[src/common/dsu_map.svh]
// offsets, field positions, command codes and reset values of the
// dual converter serial update block; included wherever a macro is used
`ifndef DSU_MAP_SVH
`define DSU_MAP_SVH

// ==========================================
// frame layout
`define DSU_FRAME_BITS   24
`define DSU_CNT_W        5
`define DSU_CMD_MSB      23
`define DSU_CMD_LSB      20
`define DSU_ADDR_MSB     19
`define DSU_ADDR_LSB     16
`define DSU_DATA_MSB     15
`define DSU_DATA_LSB     4
`define DSU_DATA_W       12
`define DSU_RB_PAD       4'h0

// ==========================================
// command codes
`define DSU_CMD_WR_IN    4'h1
`define DSU_CMD_UPD      4'h2
`define DSU_CMD_WR_UPD   4'h3
`define DSU_CMD_PWR      4'h4
`define DSU_CMD_MASK     4'h5
`define DSU_CMD_CHAIN    4'h8
`define DSU_CMD_RB       4'h9

// ==========================================
// field positions
`define DSU_ADDR_B_BIT   3
`define DSU_ADDR_A_BIT   0
`define DSU_ADDR_B_ONLY  4'h8
`define DSU_PWR_B_HI     7
`define DSU_PWR_B_LO     6
`define DSU_PWR_A_HI     1
`define DSU_PWR_A_LO     0
`define DSU_MASK_MSB     3
`define DSU_MASK_B_BIT   3
`define DSU_MASK_A_BIT   0
`define DSU_CHAIN_BIT    0

// ==========================================
// reset values
`define DSU_MASK_RST     4'h0
`define DSU_PWR_RST      2'h0
`define DSU_CHAIN_RST    1'b0
`define DSU_DAC_RST      12'h000

`endif

[src/common/dsu_pkg.sv]
// types of the dual converter serial update block
// assumes the map header sits beside it on the include path
package dsu_pkg;
  `include "dsu_map.svh"

  // ==========================================
  // frame sequencer, gray coded along idle->frame->exec
  typedef enum logic [1:0] {
    ST_IDLE  = 2'b00,
    ST_FRAME = 2'b01,
    ST_EXEC  = 2'b11
  } dsu_state_t;

  // ==========================================
  // complete state of the top module
  typedef struct packed {
    dsu_state_t                   state;
    logic [`DSU_FRAME_BITS-1:0]   shift;
    logic [`DSU_CNT_W-1:0]        bit_count;
    logic                         sout;
    logic                         sout_oe;
    logic                         chain_enable;
    logic                         rb_pend;
    logic                         rb_sel_b;
    logic                         rb_active;
    logic [1:0]                   cha_power;
    logic [1:0]                   chb_power;
    logic [`DSU_MASK_MSB:0]       mask;
  } dsu_top_st_t;
endpackage

[src/dsu_chan.sv]
// one channel: input register and converter register pair
// assumes strobes are single-cycle pulses on CLK_I
`timescale 1ns/1ps
`include "dsu_map.svh"
module dsu_chan #(
  parameter int DW = 12
) (
  input  wire logic          CLK_I,
  input  wire logic          RST_I,
  input  wire logic          wr_input_i,
  input  wire logic          wr_dac_i,
  input  wire logic          copy_i,
  input  wire logic [DW-1:0] data_i,
  output logic      [DW-1:0] input_reg_o,
  output logic      [DW-1:0] dac_reg_o
);
  typedef struct packed {
    logic [DW-1:0] in_reg;
    logic [DW-1:0] dac;
  } dsu_chan_st_t;

  dsu_chan_st_t st;
  dsu_chan_st_t next_st;

  // ==========================================
  // direct write beats copy; a copy in the same cycle as
  // an input write moves the older input value
  always_comb begin
    next_st = st;
    if (wr_input_i) begin
      next_st.in_reg = data_i;
    end
    if (wr_dac_i) begin
      next_st.dac = data_i;
    end else if (copy_i) begin
      next_st.dac = st.in_reg;
    end
  end

  always_ff @(posedge CLK_I) begin
    if (RST_I) begin
      st <= {DW'(`DSU_DAC_RST), DW'(`DSU_DAC_RST)};
    end else begin
      st <= next_st;
    end
  end

  assign input_reg_o = st.in_reg;
  assign dac_reg_o   = st.dac;
endmodule

[src/dsu_sync.sv]
// two-stage synchroniser with a third stage for edge finding
// assumes inputs come from outside the CLK_I domain
`timescale 1ns/1ps
module dsu_sync #(
  parameter int W = 4
) (
  input  wire logic         CLK_I,
  input  wire logic         RST_I,
  input  wire logic [W-1:0] d_i,
  output logic      [W-1:0] q_o,
  output logic      [W-1:0] q_d_o
);
  typedef struct packed {
    logic [W-1:0] s1;
    logic [W-1:0] s2;
    logic [W-1:0] s3;
  } dsu_sync_st_t;

  dsu_sync_st_t st;
  dsu_sync_st_t next_st;

  // ==========================================
  // stage one feeds stage two only
  always_comb begin
    next_st    = st;
    next_st.s1 = d_i;
    next_st.s2 = st.s1;
    next_st.s3 = st.s2;
  end

  always_ff @(posedge CLK_I) begin
    if (RST_I) begin
      st <= '0;
    end else begin
      st <= next_st;
    end
  end

  assign q_o   = st.s2;
  assign q_d_o = st.s3;
endmodule

[src/dsu_top.sv]
// serial command and update logic of a dual voltage-output converter
// assumes frame select, shift clock, data and load strobe are pins
// from the host, asynchronous to CLK_I and much slower than it
//
// Function
// - frame low: shift every clock, overflow out
// - serial out changes on rising clock
// - short or long frames still execute
// - frame select rise latches, stops shifting
// - command 1001 picks channel to read back
// - readback drives output even if unchained
// - ambiguous readback address returns channel A
// - next frame shifts out readback word
// - command 0100 sets both power fields
// - power field selects output mode
// - powered-down channel keeps and accepts data
// - strobe low: write input and converter
// - strobe high: input only, fall copies
// - command 0101 loads strobe mask, reset zero
// - masked channel ignores strobe fall
// - strobe fall copies unmasked channels
// - strobe tied low ignores mask
// - command 0010 copies input to converter
// - command 0011 writes both registers
// - 24 bits, msb first, falling edge sampled
// - address msb channel B, lsb A
// - command 1000 sets chain enable
`timescale 1ns/1ps
`include "dsu_map.svh"
module dsu_top
  import dsu_pkg::*;
#(
  parameter int DW = `DSU_DATA_W
) (
  input  wire logic          CLK_I,
  input  wire logic          RST_I,
  input  wire logic          FRAME_SEL_N_I,
  input  wire logic          SHIFT_CLK_I,
  input  wire logic          SERIAL_IN_I,
  input  wire logic          LOAD_STROBE_N_I,
  output logic               SERIAL_OUT_O,
  output logic               SERIAL_OUT_OE_O,
  output logic      [DW-1:0] CHA_DAC_O,
  output logic      [DW-1:0] CHB_DAC_O,
  output logic      [1:0]    CHA_POWER_O,
  output logic      [1:0]    CHB_POWER_O
);

  // ==========================================
  // pin lanes of the synchroniser
  localparam int LN_FS = 3;
  localparam int LN_CK = 2;
  localparam int LN_DI = 1;
  localparam int LN_LD = 0;
  localparam logic [`DSU_CNT_W-1:0] CNT_MAX = '1;

  localparam dsu_top_st_t ST_RESET = '{
    state:        ST_IDLE,
    shift:        '0,
    bit_count:    '0,
    sout:         1'b0,
    sout_oe:      `DSU_CHAIN_RST,
    chain_enable: `DSU_CHAIN_RST,
    rb_pend:      1'b0,
    rb_sel_b:     1'b0,
    rb_active:    1'b0,
    cha_power:    `DSU_PWR_RST,
    chb_power:    `DSU_PWR_RST,
    mask:         `DSU_MASK_RST
  };

  dsu_top_st_t st;
  dsu_top_st_t next_st;

  logic [3:0]    pin_q;
  logic [3:0]    pin_q_d;
  logic          fs_fall;
  logic          fs_rise;
  logic          ck_fall;
  logic          ck_rise;
  logic          ld_fall;
  logic          ld_low;
  logic          exec;
  logic [3:0]    cmd;
  logic [3:0]    addr;
  logic [DW-1:0] data;
  logic [1:0]    wr_input;
  logic [1:0]    wr_dac;
  logic [1:0]    copy;
  logic [DW-1:0] in_reg [2];
  logic [DW-1:0] dac_reg [2];

  // ==========================================
  // decode helpers
  // channel 0 is A, channel 1 is B
  function automatic logic addr_hit(input logic [3:0] a, input int ch);
    addr_hit = (ch == 0) ? a[`DSU_ADDR_A_BIT] : a[`DSU_ADDR_B_BIT];
  endfunction

  function automatic logic mask_bit(input logic [3:0] m, input int ch);
    mask_bit = (ch == 0) ? m[`DSU_MASK_A_BIT] : m[`DSU_MASK_B_BIT];
  endfunction

  // ==========================================
  // pin synchronisers
  dsu_sync #(
    .W (4)
  ) u_sync (
    .CLK_I (CLK_I),
    .RST_I (RST_I),
    .d_i   ({FRAME_SEL_N_I, SHIFT_CLK_I, SERIAL_IN_I, LOAD_STROBE_N_I}),
    .q_o   (pin_q),
    .q_d_o (pin_q_d)
  );

  // data lane shares the clock lane's delay, so the sampled bit
  // is the level seen at the falling clock edge
  assign fs_fall = pin_q_d[LN_FS] & ~pin_q[LN_FS];
  assign fs_rise = ~pin_q_d[LN_FS] & pin_q[LN_FS];
  assign ck_fall = pin_q_d[LN_CK] & ~pin_q[LN_CK];
  assign ck_rise = ~pin_q_d[LN_CK] & pin_q[LN_CK];
  assign ld_fall = pin_q_d[LN_LD] & ~pin_q[LN_LD];
  assign ld_low  = ~pin_q[LN_LD];

  // ==========================================
  // latched frame fields
  assign exec = (st.state == ST_EXEC);
  assign cmd  = st.shift[`DSU_CMD_MSB:`DSU_CMD_LSB];
  assign addr = st.shift[`DSU_ADDR_MSB:`DSU_ADDR_LSB];
  assign data = st.shift[`DSU_DATA_MSB:`DSU_DATA_LSB];

  // ==========================================
  // frame sequencer and control registers
  always_comb begin
    next_st = st;
    unique case (st.state)
      ST_IDLE: begin
        if (fs_fall) begin
          next_st.state     = ST_FRAME;
          next_st.bit_count = '0;
          if (st.rb_pend) begin
            next_st.shift     = {`DSU_RB_PAD,
                                 st.rb_sel_b ? dac_reg[1] : dac_reg[0],
                                 8'h00};
            next_st.rb_pend   = 1'b0;
            next_st.rb_active = 1'b1;
          end
        end
      end
      ST_FRAME: begin
        if (fs_rise) begin
          next_st.state = ST_EXEC;
        end else begin
          if (ck_fall) begin
            next_st.shift = {st.shift[`DSU_FRAME_BITS-2:0], pin_q[LN_DI]};
            if (st.bit_count != CNT_MAX) begin
              next_st.bit_count = st.bit_count + 1'b1;
            end
          end
          if (ck_rise) begin
            next_st.sout = st.shift[`DSU_FRAME_BITS-1];
          end
        end
      end
      ST_EXEC: begin
        next_st.state     = ST_IDLE;
        next_st.rb_active = 1'b0;
        unique case (cmd)
          `DSU_CMD_PWR: begin
            next_st.cha_power = st.shift[`DSU_PWR_A_HI:`DSU_PWR_A_LO];
            next_st.chb_power = st.shift[`DSU_PWR_B_HI:`DSU_PWR_B_LO];
          end
          `DSU_CMD_MASK: begin
            next_st.mask = st.shift[`DSU_MASK_MSB:0];
          end
          `DSU_CMD_CHAIN: begin
            next_st.chain_enable = st.shift[`DSU_CHAIN_BIT];
          end
          `DSU_CMD_RB: begin
            // only a lone B bit picks B
            next_st.rb_pend  = 1'b1;
            next_st.rb_sel_b = (addr == `DSU_ADDR_B_ONLY);
          end
          default: begin
            next_st.rb_pend = st.rb_pend;
          end
        endcase
      end
      default: begin
        next_st.state = ST_IDLE;
      end
    endcase
    next_st.sout_oe = next_st.chain_enable | next_st.rb_active;
  end

  always_ff @(posedge CLK_I) begin
    if (RST_I) begin
      st <= ST_RESET;
    end else begin
      st <= next_st;
    end
  end

  // ==========================================
  // channel strobes
  // power mode never gates register writes
  for (genvar i = 0; i < 2; i++) begin : g_chan
    logic hit;
    assign hit = exec & addr_hit(addr, i);
    assign wr_input[i] = hit & ((cmd == `DSU_CMD_WR_IN) | (cmd == `DSU_CMD_WR_UPD));
    assign wr_dac[i]   = hit & ((cmd == `DSU_CMD_WR_UPD) |
                                ((cmd == `DSU_CMD_WR_IN) & ld_low));
    assign copy[i] = (hit & (cmd == `DSU_CMD_UPD)) |
                     (ld_fall & ~mask_bit(st.mask, i));

    dsu_chan #(
      .DW (DW)
    ) u_chan (
      .CLK_I       (CLK_I),
      .RST_I       (RST_I),
      .wr_input_i  (wr_input[i]),
      .wr_dac_i    (wr_dac[i]),
      .copy_i      (copy[i]),
      .data_i      (data),
      .input_reg_o (in_reg[i]),
      .dac_reg_o   (dac_reg[i])
    );
  end

  // ==========================================
  // outputs
  assign SERIAL_OUT_O    = st.sout;
  assign SERIAL_OUT_OE_O = st.sout_oe;
  assign CHA_DAC_O       = dac_reg[0];
  assign CHB_DAC_O       = dac_reg[1];
  assign CHA_POWER_O     = st.cha_power;
  assign CHB_POWER_O     = st.chb_power;
endmodule
[config.mk]
export PLATFORM = sky130hd
export DESIGN_NAME = dsu_top
export DESIGN_NICKNAME = d
export VERILOG_FILES = /design/src/common/dsu_pkg.sv /design/src/dsu_chan.sv /design/src/dsu_sync.sv /design/src/dsu_top.sv
export VERILOG_INCLUDE_DIRS = /design/src /design/src/common
export SDC_FILE = /design/constraint.sdc
export NUM_CORES = 1
export LEC_CHECK = 0
export CORE_MARGIN = 1.5
export CORE_UTILIZATION = 50
export CTS_CLUSTER_SIZE = 24
export DETAILED_ROUTE_END_ITERATION = 8
export DONT_BUFFER_PORTS = 1
export HOLD_SLACK_MARGIN = 0.05
export PLACE_DENSITY = 0.65
export SLEW_MARGIN = 20
export SYNTH_ARGS = -nofsm -noshare
export SYNTH_HDL_FRONTEND = slang
export SYNTH_SLANG_ARGS = --single-unit
[constraint.sdc]
create_clock -name CLK_I -period 3.2 [get_ports CLK_I]
set_clock_uncertainty 0.2 [all_clocks]
set_input_delay 0.64 -clock CLK_I [delete_from_list [all_inputs] [get_ports CLK_I]]
set_output_delay 0.64 -clock CLK_I [all_outputs]
set_load 0.05 [all_outputs]
==> impl_metrics.ini, run 1 <==
[setup_path]
critPathMaxStageDelay_ns = 0.33
cp_data_arrival_time_ns = 2.49
end_kind = flop
r2r-end = data[2]$_SDFFE_PP0P_
reg2reg_depth = 7
worstSetupStartpointType = flop
path_class = reg -> reg
cp_num_buf_inv = 2
worstSetupEndpoint = data[2]$_SDFFE_PP0P_
worstPathMaxFanout = 27
reg2reg_from = st[44]$_SDFFE_PP0P_
path_delay_family = compound AO/OA/AOI/OAI gates
cp_cell_sequence = inv_1 > ha_1 > buf_4 > and4bb_2 > a22oi_4 > nand2_2 > a41o_1
worstSetupStartpoint = st[44]$_SDFFE_PP0P_
worstPathRequired_ns = 3.26
slowest_stage = dfxtp_1
r2r_slack_ns = 0.77
crit_cells = 7

[synth]
synth-seq-cells = 97
ys_types = 47
synth_nets = 482
async_reset_ff_share_pct = 0
avgSynthCellArea_um2 = 9.23
syn_area_um2 = 4360
synth_top_area_share_pct = 44.6
yosys.area.top_type = dfxtp_1
yosysMostFrequentCell = dfxtp_1
synth_edf_count = 0
yosysWarnings = 0
ys_seq_area_share_pct = 44.6
ys.flop_type = dfxtp_1
syn_inst = 472
ys_top_cells_by_area = dfxtp_1 (45%), mux2i_1 (9.7%), nand2_1 (5.0%)
ys_top_cells_by_count = dfxtp_1 (97), nand2_1 (58), nor2_1 (44)

[clock_network]
postCtsHoldBufs = 0
cts_max_level = 3
clk_pin_slew_ns = 0.09
cts_buffers = 9
cts_tree = built
cts_root_buf = clkbuf_8
clkLatencyLatePin_ns = 0.37
cts_buffer_depth = 2
cts_resized = 0
cts_setup_buffers = 0
clkSinkCount = 97

[flow_run]
drv_cap = 0

[grt]
grt_pass1_wl_um = 15800
grt.total_usage_pct = 22.7
antenna_found_initial = 0
grt_max_degree = 86
grt_overflow = 0
grt_pass1_vias = 3146

[routing]
vias = 3368
drc = 0
drt_iter0_drc = 149
drt-pass1-iter-count = 4
avgViaCountPerCell = 6.06
wl_per_cell_um = 17.6
wirelength_um = 9760
ant_nets = 0

[timing]
hold_viol_final = 0
relSlewSlack_pct = 41.7
final.min_clock_period_ns = 2.43
drv_slew = 0
tightest_slew_ns = 0.873
rsz0062_at_grt = false
max_freq_mhz = 412
tns_ns = 0
finalCritPeriodShare_pct = 75.9
setup_viol = 0

[place]
io_buffers = 0
dp_cells = 540
dp_hpwl_um = 6230
gp_congestion = 0.801

[cells_and_area]
antennaDiodeCount = 0
nFillCells = 799
area_growth_pct = 2.18
multi_input_area_um2 = 2140
stdcell_count = 556
nets = 456
seq_area_um2 = 1940
layout-drive-gt1-share_pct = 9.53

[min_path]
min-delay-start = RST_I
hold_class = in -> reg

[floorplanning]
die_height_um = 96.3
die_area_um2 = 9280
core_area_um2 = 8340
initial_core_util_pct = 52.2
io-pin-count = 36
num_rows = 33
die_w_um = 96.3

[power]
p_per_area_nw_per_um2 = 467
power.leakage_nw = 1.87
peakVddDrop_uv = 242

[run_status]
status = finished, final reports clean
-- flip-flops by register name (all words and copies together), names as in the netlist --
| name | cells |
|---|---|
| CHB_POWER_O | 2 |
| cmd | 4 |
| CHA_POWER_O | 2 |
| SERIAL_OUT_OE_O | 1 |
| addr | 4 |
| data | 12 |
| u_sync.q_d_o | 3 |
| g_chan.u_chan.input_reg_o | 24 |
| u_sync.next_st | 4 |
| g_chan.u_chan.dac_reg_o | 24 |
| u_sync.q_o | 4 |
| SERIAL_OUT_O | 1 |
| st | 12 |
-- how the worst min path moves through the flow --
stage                                        endpoint  slack (ns)  depth (start not counted)
after floorplan              u_sync.q_o[0]$_SDFF_PP0_        0.21                          1
after global placement       u_sync.q_o[0]$_SDFF_PP0_        0.22                          1
after detailed placement     u_sync.q_o[1]$_SDFF_PP0_        0.23                          1
after CTS                    u_sync.q_o[1]$_SDFF_PP0_        0.12                          1
after global routing      CHB_POWER_O[1]$_SDFFE_PP0P_        0.11                          1
final                     CHB_POWER_O[1]$_SDFFE_PP0P_        0.13                          1
-- routing by layer --
| metal | routed length [um] | GRT usage (%) |
|---|---|---|
| met2 | 4510 | 35.8 |
| met3 | 470 | 4.42 |
| met5 | 0 | 0 |
| met1 | 4580 | 30.5 |
| met4 | 206 | 9.06 |
-- stage by stage --
stage | instance area, um2 | worst slack [ns] | hold slack (ns) | utilization (%) | total power [W]
after floorplan | 4360 | 1.19 | 0.214 | - | 0.00134
final | 4450 | 0.772 | 0.133 | 53.4 | 0.00208
after CTS | 4450 | 0.795 | 0.123 | 53.4 | 0.00208
after global placement | 4270 | 0.885 | 0.216 | 51.2 | 0.00135
after detailed placement | 4270 | 0.813 | 0.228 | 51.2 | 0.00135
after global routing | 4450 | 0.605 | 0.111 | 53.4 | 0.00214
-- final cells by class --
cell class | count | area share (%)
well taps | 105 | 2.95
inverters | 5 | 0.422
clock buffers | 12 | 3.26
clock inverters | 4 | 0.815
repair buffers | 5 | 0.843
multi-input cells | 328 | 48.1
flip-flops and latches | 97 | 43.6
-- power breakdown --
part | switching (W) | internal [W]
registers | 0.00000769 | 0.00122
logic | 0.0000664 | 0.0000332
clock network | 0.000440 | 0.000315
total | 0.000514 | 0.00156
-- cells by family after synthesis --
group | share of synthesized area, %
simple gates | 21.8
buf+inv | 6.29
compound gates | 16.5
mux | 9.65
flops | 44.6
fa+ha+maj | 1.15
-- placed cells by master, fill, tap and decap left out, types with 3 or more instances in the layout --
cell / synthesis / routed
dfxtp_1: 97 / 97
nand2_1: 58 / 58
nor2_1: 44 / 44
a21oi_1: 42 / 42
mux2i_1: 42 / 42
a211oi_1: 24 / 24
nand3_1: 14 / 14
nor2b_1: 13 / 13
a41o_1: 12 / 12
o22ai_1: 12 / 12
and3_1: 10 / 10
clkbuf_8: 2 / 10
and4_1: 7 / 7
inv_1: 5 / 5
and4bb_2: 5 / 5
and4_2: 5 / 5
buf_4: 5 / 5
ha_1: 4 / 4
o21ai_0: 3 / 3
nand2b_1: 3 / 3
and2_1: 3 / 3
nand3_2: 3 / 3
Note: power is estimated with default switching activity, not from simulation.
==> inputs of run 2 (changes only) <==
- ABC_AREA: default -> 1
- clock period: 3.2 -> 2.5 ns (I/O delays scaled with it)
==> run 2 against run 1 <==
  * Sequential share of layout area shrank 2.9 points
  * Critical endpoint is now g_chan[0].u_chan.dac_reg_o[1]$_SDFFE_PP0P_
  * Critical path type unchanged
  * Critical path depth grew 1
  * First-iteration DRC count grew to 2.6 times the previous value
  * Synthesized area grew 3.6%
  * Clock-buffer cell count shrank 2
  * Sequential power grew 72%
==> impl_metrics.ini, run 2 <==
[cells_and_area]
nets = 653
final_cell_mix = nand2_1 (136), nor2_1 (104), dfxtp_1 (97), inv_1 (76), nand3_1 (57)
antennaDiodeCount = 0
area_growth_pct = 5.74
final_common_cell = nand2_1
final_core_util_pct = 54.7
layout-drive-gt1-share_pct = 7.72
nFillCells = 882

[clock_network]
clk_pin_slew_ns = 0.10
cts_resized = 0
cts_buffers = 9
cts_buffer_depth = 2
cts_root_buf = clkbuf_8
clkSinkCount = 97
cts_tree = built
cts_setup_buffers = 0
postCtsHoldBufs = 5
cts_max_level = 3
clkLatencyLatePin_ns = 0.37

[floorplanning]
die_w_um = 98.0
die_height_um = 98.0
io-pin-count = 36
die_area_um2 = 9600
num_rows = 34
core_area_um2 = 8720
initial_core_util_pct = 51.7

[power]
power.leakage_nw = 2.23
p_per_area_nw_per_um2 = 985
peakVddDrop_uv = 525
power_w = 0.00470

[timing]
rsz0062_at_grt = false
relSlewSlack_pct = 51.0
final.min_clock_period_ns = 2.17
max_freq_mhz = 461
finalCritPeriodShare_pct = 86.9
setup_viol = 0
drv_slew = 0
hold_viol_final = 0
tightest_slew_ns = 0.733
tns_ns = 0

[synth]
yosysMostFrequentCell = nand2_1
synth_top_area_share_pct = 43.1
synth_edf_count = 0
avgSynthCellArea_um2 = 6.92
ys_top_cells_by_count = nand2_1 (136), nor2_1 (104), dfxtp_1 (97)
ys_seq_area_share_pct = 43.1
ys_top_cells_by_area = dfxtp_1 (43%), nand2_1 (11%), nor2_1 (8.7%)
ys.flop_type = dfxtp_1
yosys.area.top_type = dfxtp_1
syn_inst = 652
synth_nets = 662
synth-seq-cells = 97
ys_types = 30
async_reset_ff_share_pct = 0
syn_area_um2 = 4510
yosysWarnings = 0

[setup_path]
reg2reg_depth = 8
path_class = reg -> reg
reg2reg_from = st[43]$_SDFFE_PP0P_
cp_data_arrival_time_ns = 2.25
worstPathMaxFanout = 7
end_kind = flop
worstSetupStartpointType = flop
worstSetupStartpoint = st[43]$_SDFFE_PP0P_
worstSetupEndpoint = g_chan[0].u_chan.dac_reg_o[1]$_SDFFE_PP0P_
r2r-end = g_chan[0].u_chan.dac_reg_o[1]$_SDFFE_PP0P_
r2r_slack_ns = 0.33
worstPathRequired_ns = 2.58

[grt]
grt_pass1_vias = 3693
antenna_found_initial = 0
grt_overflow = 0
grt_max_degree = 43
grt.total_usage_pct = 24.2
grt_pass1_wl_um = 18700

[flow_run]
drv_cap = 0

[min_path]
min-delay-start = u_sync.next_st[6]$_SDFF_PP0_
hold_class = reg -> reg

[routing]
ant_nets = 0
vias = 4021
drt-pass1-iter-count = 5
wl_per_cell_um = 14.8
drt_iter0_drc = 386
drc = 0
avgViaCountPerCell = 5.32
wirelength_um = 11200

[place]
dp_hpwl_um = 7730
io_buffers = 0
gp_congestion = 0.886

[run_status]
status = finished, final reports clean
[run 2: cell count changes in the layout (fill, tap and decap cells not counted), sizes merged, moves of 13 or more]
| cell | previous run | this run |
|---|---|---|
| nor2 | 44 | 109 |
| o21ai | 3 | 52 |
| nand3 | 17 | 60 |
| inv | 7 | 83 |
| a211oi | 24 | 1 |
| nand2 | 59 | 140 |
| nor2b | 13 | 0 |
| mux2i | 42 | 0 |
[run 2: final cells by class]
cell class / instances / area, um2 / share of cell area [%]
Tap cell: 108 / 135 / 2.83
Clock inverter: 6 / 43.8 / 0.918
Multi-Input combinational cell: 436 / 2040 / 42.8
Inverter: 83 / 312 / 6.53
Clock buffer: 10 / 138 / 2.89
Sequential cell: 97 / 1940 / 40.7
Timing Repair Buffer: 16 / 158 / 3.31
[run 2: cells by family (layout without fill, tap and decap cells)]
group / after synthesis / count (layout) / share of synthesized area [%]
compound gates: 104 / 104 / 12.1
flops: 97 / 97 / 43.1
fa+ha+maj: 4 / 4 / 1.11
simple gates: 328 / 328 / 32.1
buf+inv: 119 / 115 / 11.7
[run 2: critical path: stages, from the launching register on]
cell	delay (ns)
dfxtp_1	0.40
ha_1	0.31
nand2_2	0.15
inv_2	0.11
nand3_1	0.09
nor2_2	0.35
nor2_1	0.24
nor2_1	0.16
nor2_1	0.06
[run 2: how the worst min path moves through the flow]
stage | endpoint | depth (start not counted)
floorplan | u_sync.q_o[0]$_SDFF_PP0_ | 2
global placement | u_sync.q_o[3]$_SDFF_PP0_ | 2
detailed placement | u_sync.q_o[2]$_SDFF_PP0_ | 2
CTS | u_sync.q_o[3]$_SDFF_PP0_ | 2
global route | u_sync.q_o[1]$_SDFF_PP0_ | 2
finish | u_sync.q_o[2]$_SDFF_PP0_ | 2
[run 2: power by group]
part	total [W]	internal, W	switching (W)
Clock	0.000950	0.000391	0.000559
Sequential	0.00210	0.00179	0.000303
Combinational	0.00165	0.000503	0.00115
[run 2: per-layer routing]
layer  up-vias  global-route usage, %  routed length (um)
li1       2051                      -                   -
met1      1837                   35.4                5450
met2       122                   35.5                4790
met3        11                   6.01                 814
met4         0                   6.37                 102
met5         -                      0                   0
[run 2: metrics by stage]
| stage | hold WS, ns | instance area (um2) | std cells | setup WS (ns) |
|---|---|---|---|---|
| floorplan | 0.188 | 4510 | 652 | 0.777 |
| finish | 0.213 | 4770 | 756 | 0.329 |
| detailed placement | 0.200 | 4540 | 735 | 0.321 |
| global placement | 0.193 | 4540 | 735 | 0.397 |
| CTS | 0.216 | 4770 | 756 | 0.323 |
| global route | 0.246 | 4770 | 756 | 0.176 |
==> inputs of run 3 (changes only) <==
- clock period: 2.5 -> 2 ns (I/O delays scaled with it)
==> run 3 against run 2 <==
  * Cell area is 4.4% higher
  * Critical endpoint is now g_chan[1].u_chan.dac_reg_o[7]$_SDFFE_PP0P_
  * Combinational power is 39% higher
  * Hold slack worse by 0.14 ns
  * Wire length is 0.52% higher
==> impl_metrics.ini, run 3 (synthesis gave the netlist of run 2 again) <==
[grt]
grt_pass1_vias = 3720
grt_pass1_wl_um = 18900
grt.total_usage_pct = 24.6
antenna_found_initial = 0
grt_overflow = 0
grt_max_degree = 69

[timing]
timing.hold.ws_ns = 0.0701
max_freq_mhz = 550
relSlewSlack_pct = 53.7
rsz0062_at_grt = true
tightest_slew_ns = 0.692
tns_ns = 0
setup_viol = 0
finalCritPeriodShare_pct = 90.8
setup_slack_ns = 0.183
drv_slew = 0
hold_viol_final = 0
final.min_clock_period_ns = 1.82

[setup_path]
cp_num_buf_inv = 1
reg2reg_depth = 8
worstSetupStartpoint = st[43]$_SDFFE_PP0P_
worstPathRequired_ns = 2.10
end_kind = flop
worstSetupStartpointType = flop
cp_data_arrival_time_ns = 1.91
slowest_stage = dfxtp_1
reg2reg_from = st[43]$_SDFFE_PP0P_
crit_cells = 8
path_class = reg -> reg
r2r_slack_ns = 0.18
path_common_cell = nor2_1
worstPathMaxFanout = 8
path_delay_family = simple AND/OR/NAND/NOR gates
r2r-end = g_chan[1].u_chan.dac_reg_o[7]$_SDFFE_PP0P_
cp_cell_sequence = ha_1 > nand2_1 > inv_2 > nand3_2 > nand2_2 > nor2_2 > nor2_1 > nor2_1
critPathMaxStageDelay_ns = 0.35

[routing]
vias = 4079
drc = 0
avgViaCountPerCell = 5.24
drt-pass1-iter-count = 8
drt_iter0_drc = 323
ant_nets = 0
wirelength_um = 11200
wl_per_cell_um = 14.4

[place]
dp_slack_ns = 0.202
dp_hpwl_um = 7540
gp_congestion = 0.876
io_buffers = 0

[power]
intPower_w = 0.00372
p_per_area_nw_per_um2 = 1260
power_frac_seq_pct = 41.2
power.leakage_nw = 2.36
peakVddDrop_uv = 635
switching_share_pct = 40.5
p_sw_w = 0.00253
p_comb_share_pct = 36.7
pwr-share-clk_pct = 22.1

[min_path]
hold_path_end = st[22]$_SDFFE_PP0P_
min_path_cells = 3
hold_class = in -> reg
min-delay-start = RST_I

[run_status]
status = finished, final reports clean

[clock_network]
clkLatencyLatePin_ns = 0.36
cts_tree = built
clk_pin_slew_ns = 0.09
cts_setup_buffers = 0
cts_buffers = 9
cts_max_level = 3
clkSinkCount = 97
cts_buffer_depth = 2
cts_root_buf = clkbuf_8

[cells_and_area]
antennaDiodeCount = 0
layout-drive-gt1-share_pct = 10.4
final_cell_mix = nand2_1 (136), nor2_1 (104), dfxtp_1 (97), inv_1 (76), nand3_1 (57)
final_common_cell = nand2_1
area_growth_pct = 10.3
final_core_util_pct = 57.1
nets = 676

[floorplanning]
initial_core_util_pct = 51.7
io-pin-count = 36
core_area_um2 = 8720
die_height_um = 98.0
die_w_um = 98.0
num_rows = 34
die_area_um2 = 9600

[flow_run]
drv_cap = 0
-- run 3: cell types whose count changed in the layout (fill, tap and decap cells not counted) --
cell | previous run | this run
nor3_4 | 0 | 1
nor3_2 | 1 | 0
bufinv_16 | 0 | 2
clkbuf_1 | 0 | 2
clkinv_4 | 3 | 0
clkinv_2 | 2 | 1
clkinvlp_4 | 1 | 0
buf_4 | 9 | 32
-- run 3: routing by layer --
metal,up-vias,part of all wire (%),GRT usage [%]
met3,10,5.6,3.15
met5,-,0,0
met1,1858,51,38.3
met4,0,1.2,7.25
met2,124,43,35.4
li1,2087,-,-
-- run 3: how the worst max path moves through the flow --
stage | to | slack (ns)
2_1_floorplan | addr[0]$_SDFFE_PP0P_ | 0.28
3_3_place_gp | g_chan[1].u_chan.dac_reg_o[8]$_SDFFE_PP0P_ | 0.25
3_5_place_dp | g_chan[1].u_chan.dac_reg_o[7]$_SDFFE_PP0P_ | 0.20
4_1_cts | g_chan[1].u_chan.dac_reg_o[7]$_SDFFE_PP0P_ | 0.18
5_1_grt | g_chan[0].u_chan.dac_reg_o[0]$_SDFFE_PP0P_ | -0.003
6_report | g_chan[1].u_chan.dac_reg_o[7]$_SDFFE_PP0P_ | 0.18
-- run 3: what timing repair did --
action | 4_1_cts | 5_1_grt
gates resized for setup | 0 | 1
hold buffers | 5 | 0
endpoints found under the setup margin | 0 | 2
endpoints found under the hold margin | 18 | 0
-- run 3: tightest hold or removal path: stages --
cell and delay [ns]:
inv_2 0.07, nand2_1 0.08, nor2_1 0.03
-- run 3: final cells by class --
cell class | count | area, um2
Inverter | 83 | 312
Clock inverter | 3 | 65.1
Fill cell | 869 | 3740
Sequential cell | 97 | 1940
Tap cell | 108 | 135
Timing Repair Buffer | 39 | 330
Clock buffer | 12 | 145
Multi-Input combinational cell | 436 | 2050
-- run 3: metrics by stage --
| stage | total power (W) | cell area, um2 | std cells |
|---|---|---|---|
| final | 0.00625 | 4980 | 778 |
| after global placement | 0.00480 | 4710 | 758 |
| after detailed placement | 0.00485 | 4710 | 758 |
| after global routing | 0.00667 | 4980 | 778 |
| after floorplan | 0.00427 | 4510 | 652 |
| after CTS | 0.00623 | 4970 | 778 |
-- run 3: power by group through the flow --
| stage | combinational [W] | clock (W) | sequential, W |
|---|---|---|---|
| after floorplan | 0.00174 | 0 | 0.00253 |
| after global placement | 0.00220 | 0 | 0.00260 |
| after detailed placement | 0.00224 | 0 | 0.00261 |
| after CTS | 0.00227 | 0.00140 | 0.00256 |
| after global routing | 0.00259 | 0.00148 | 0.00261 |
| final | 0.00230 | 0.00138 | 0.00258 |
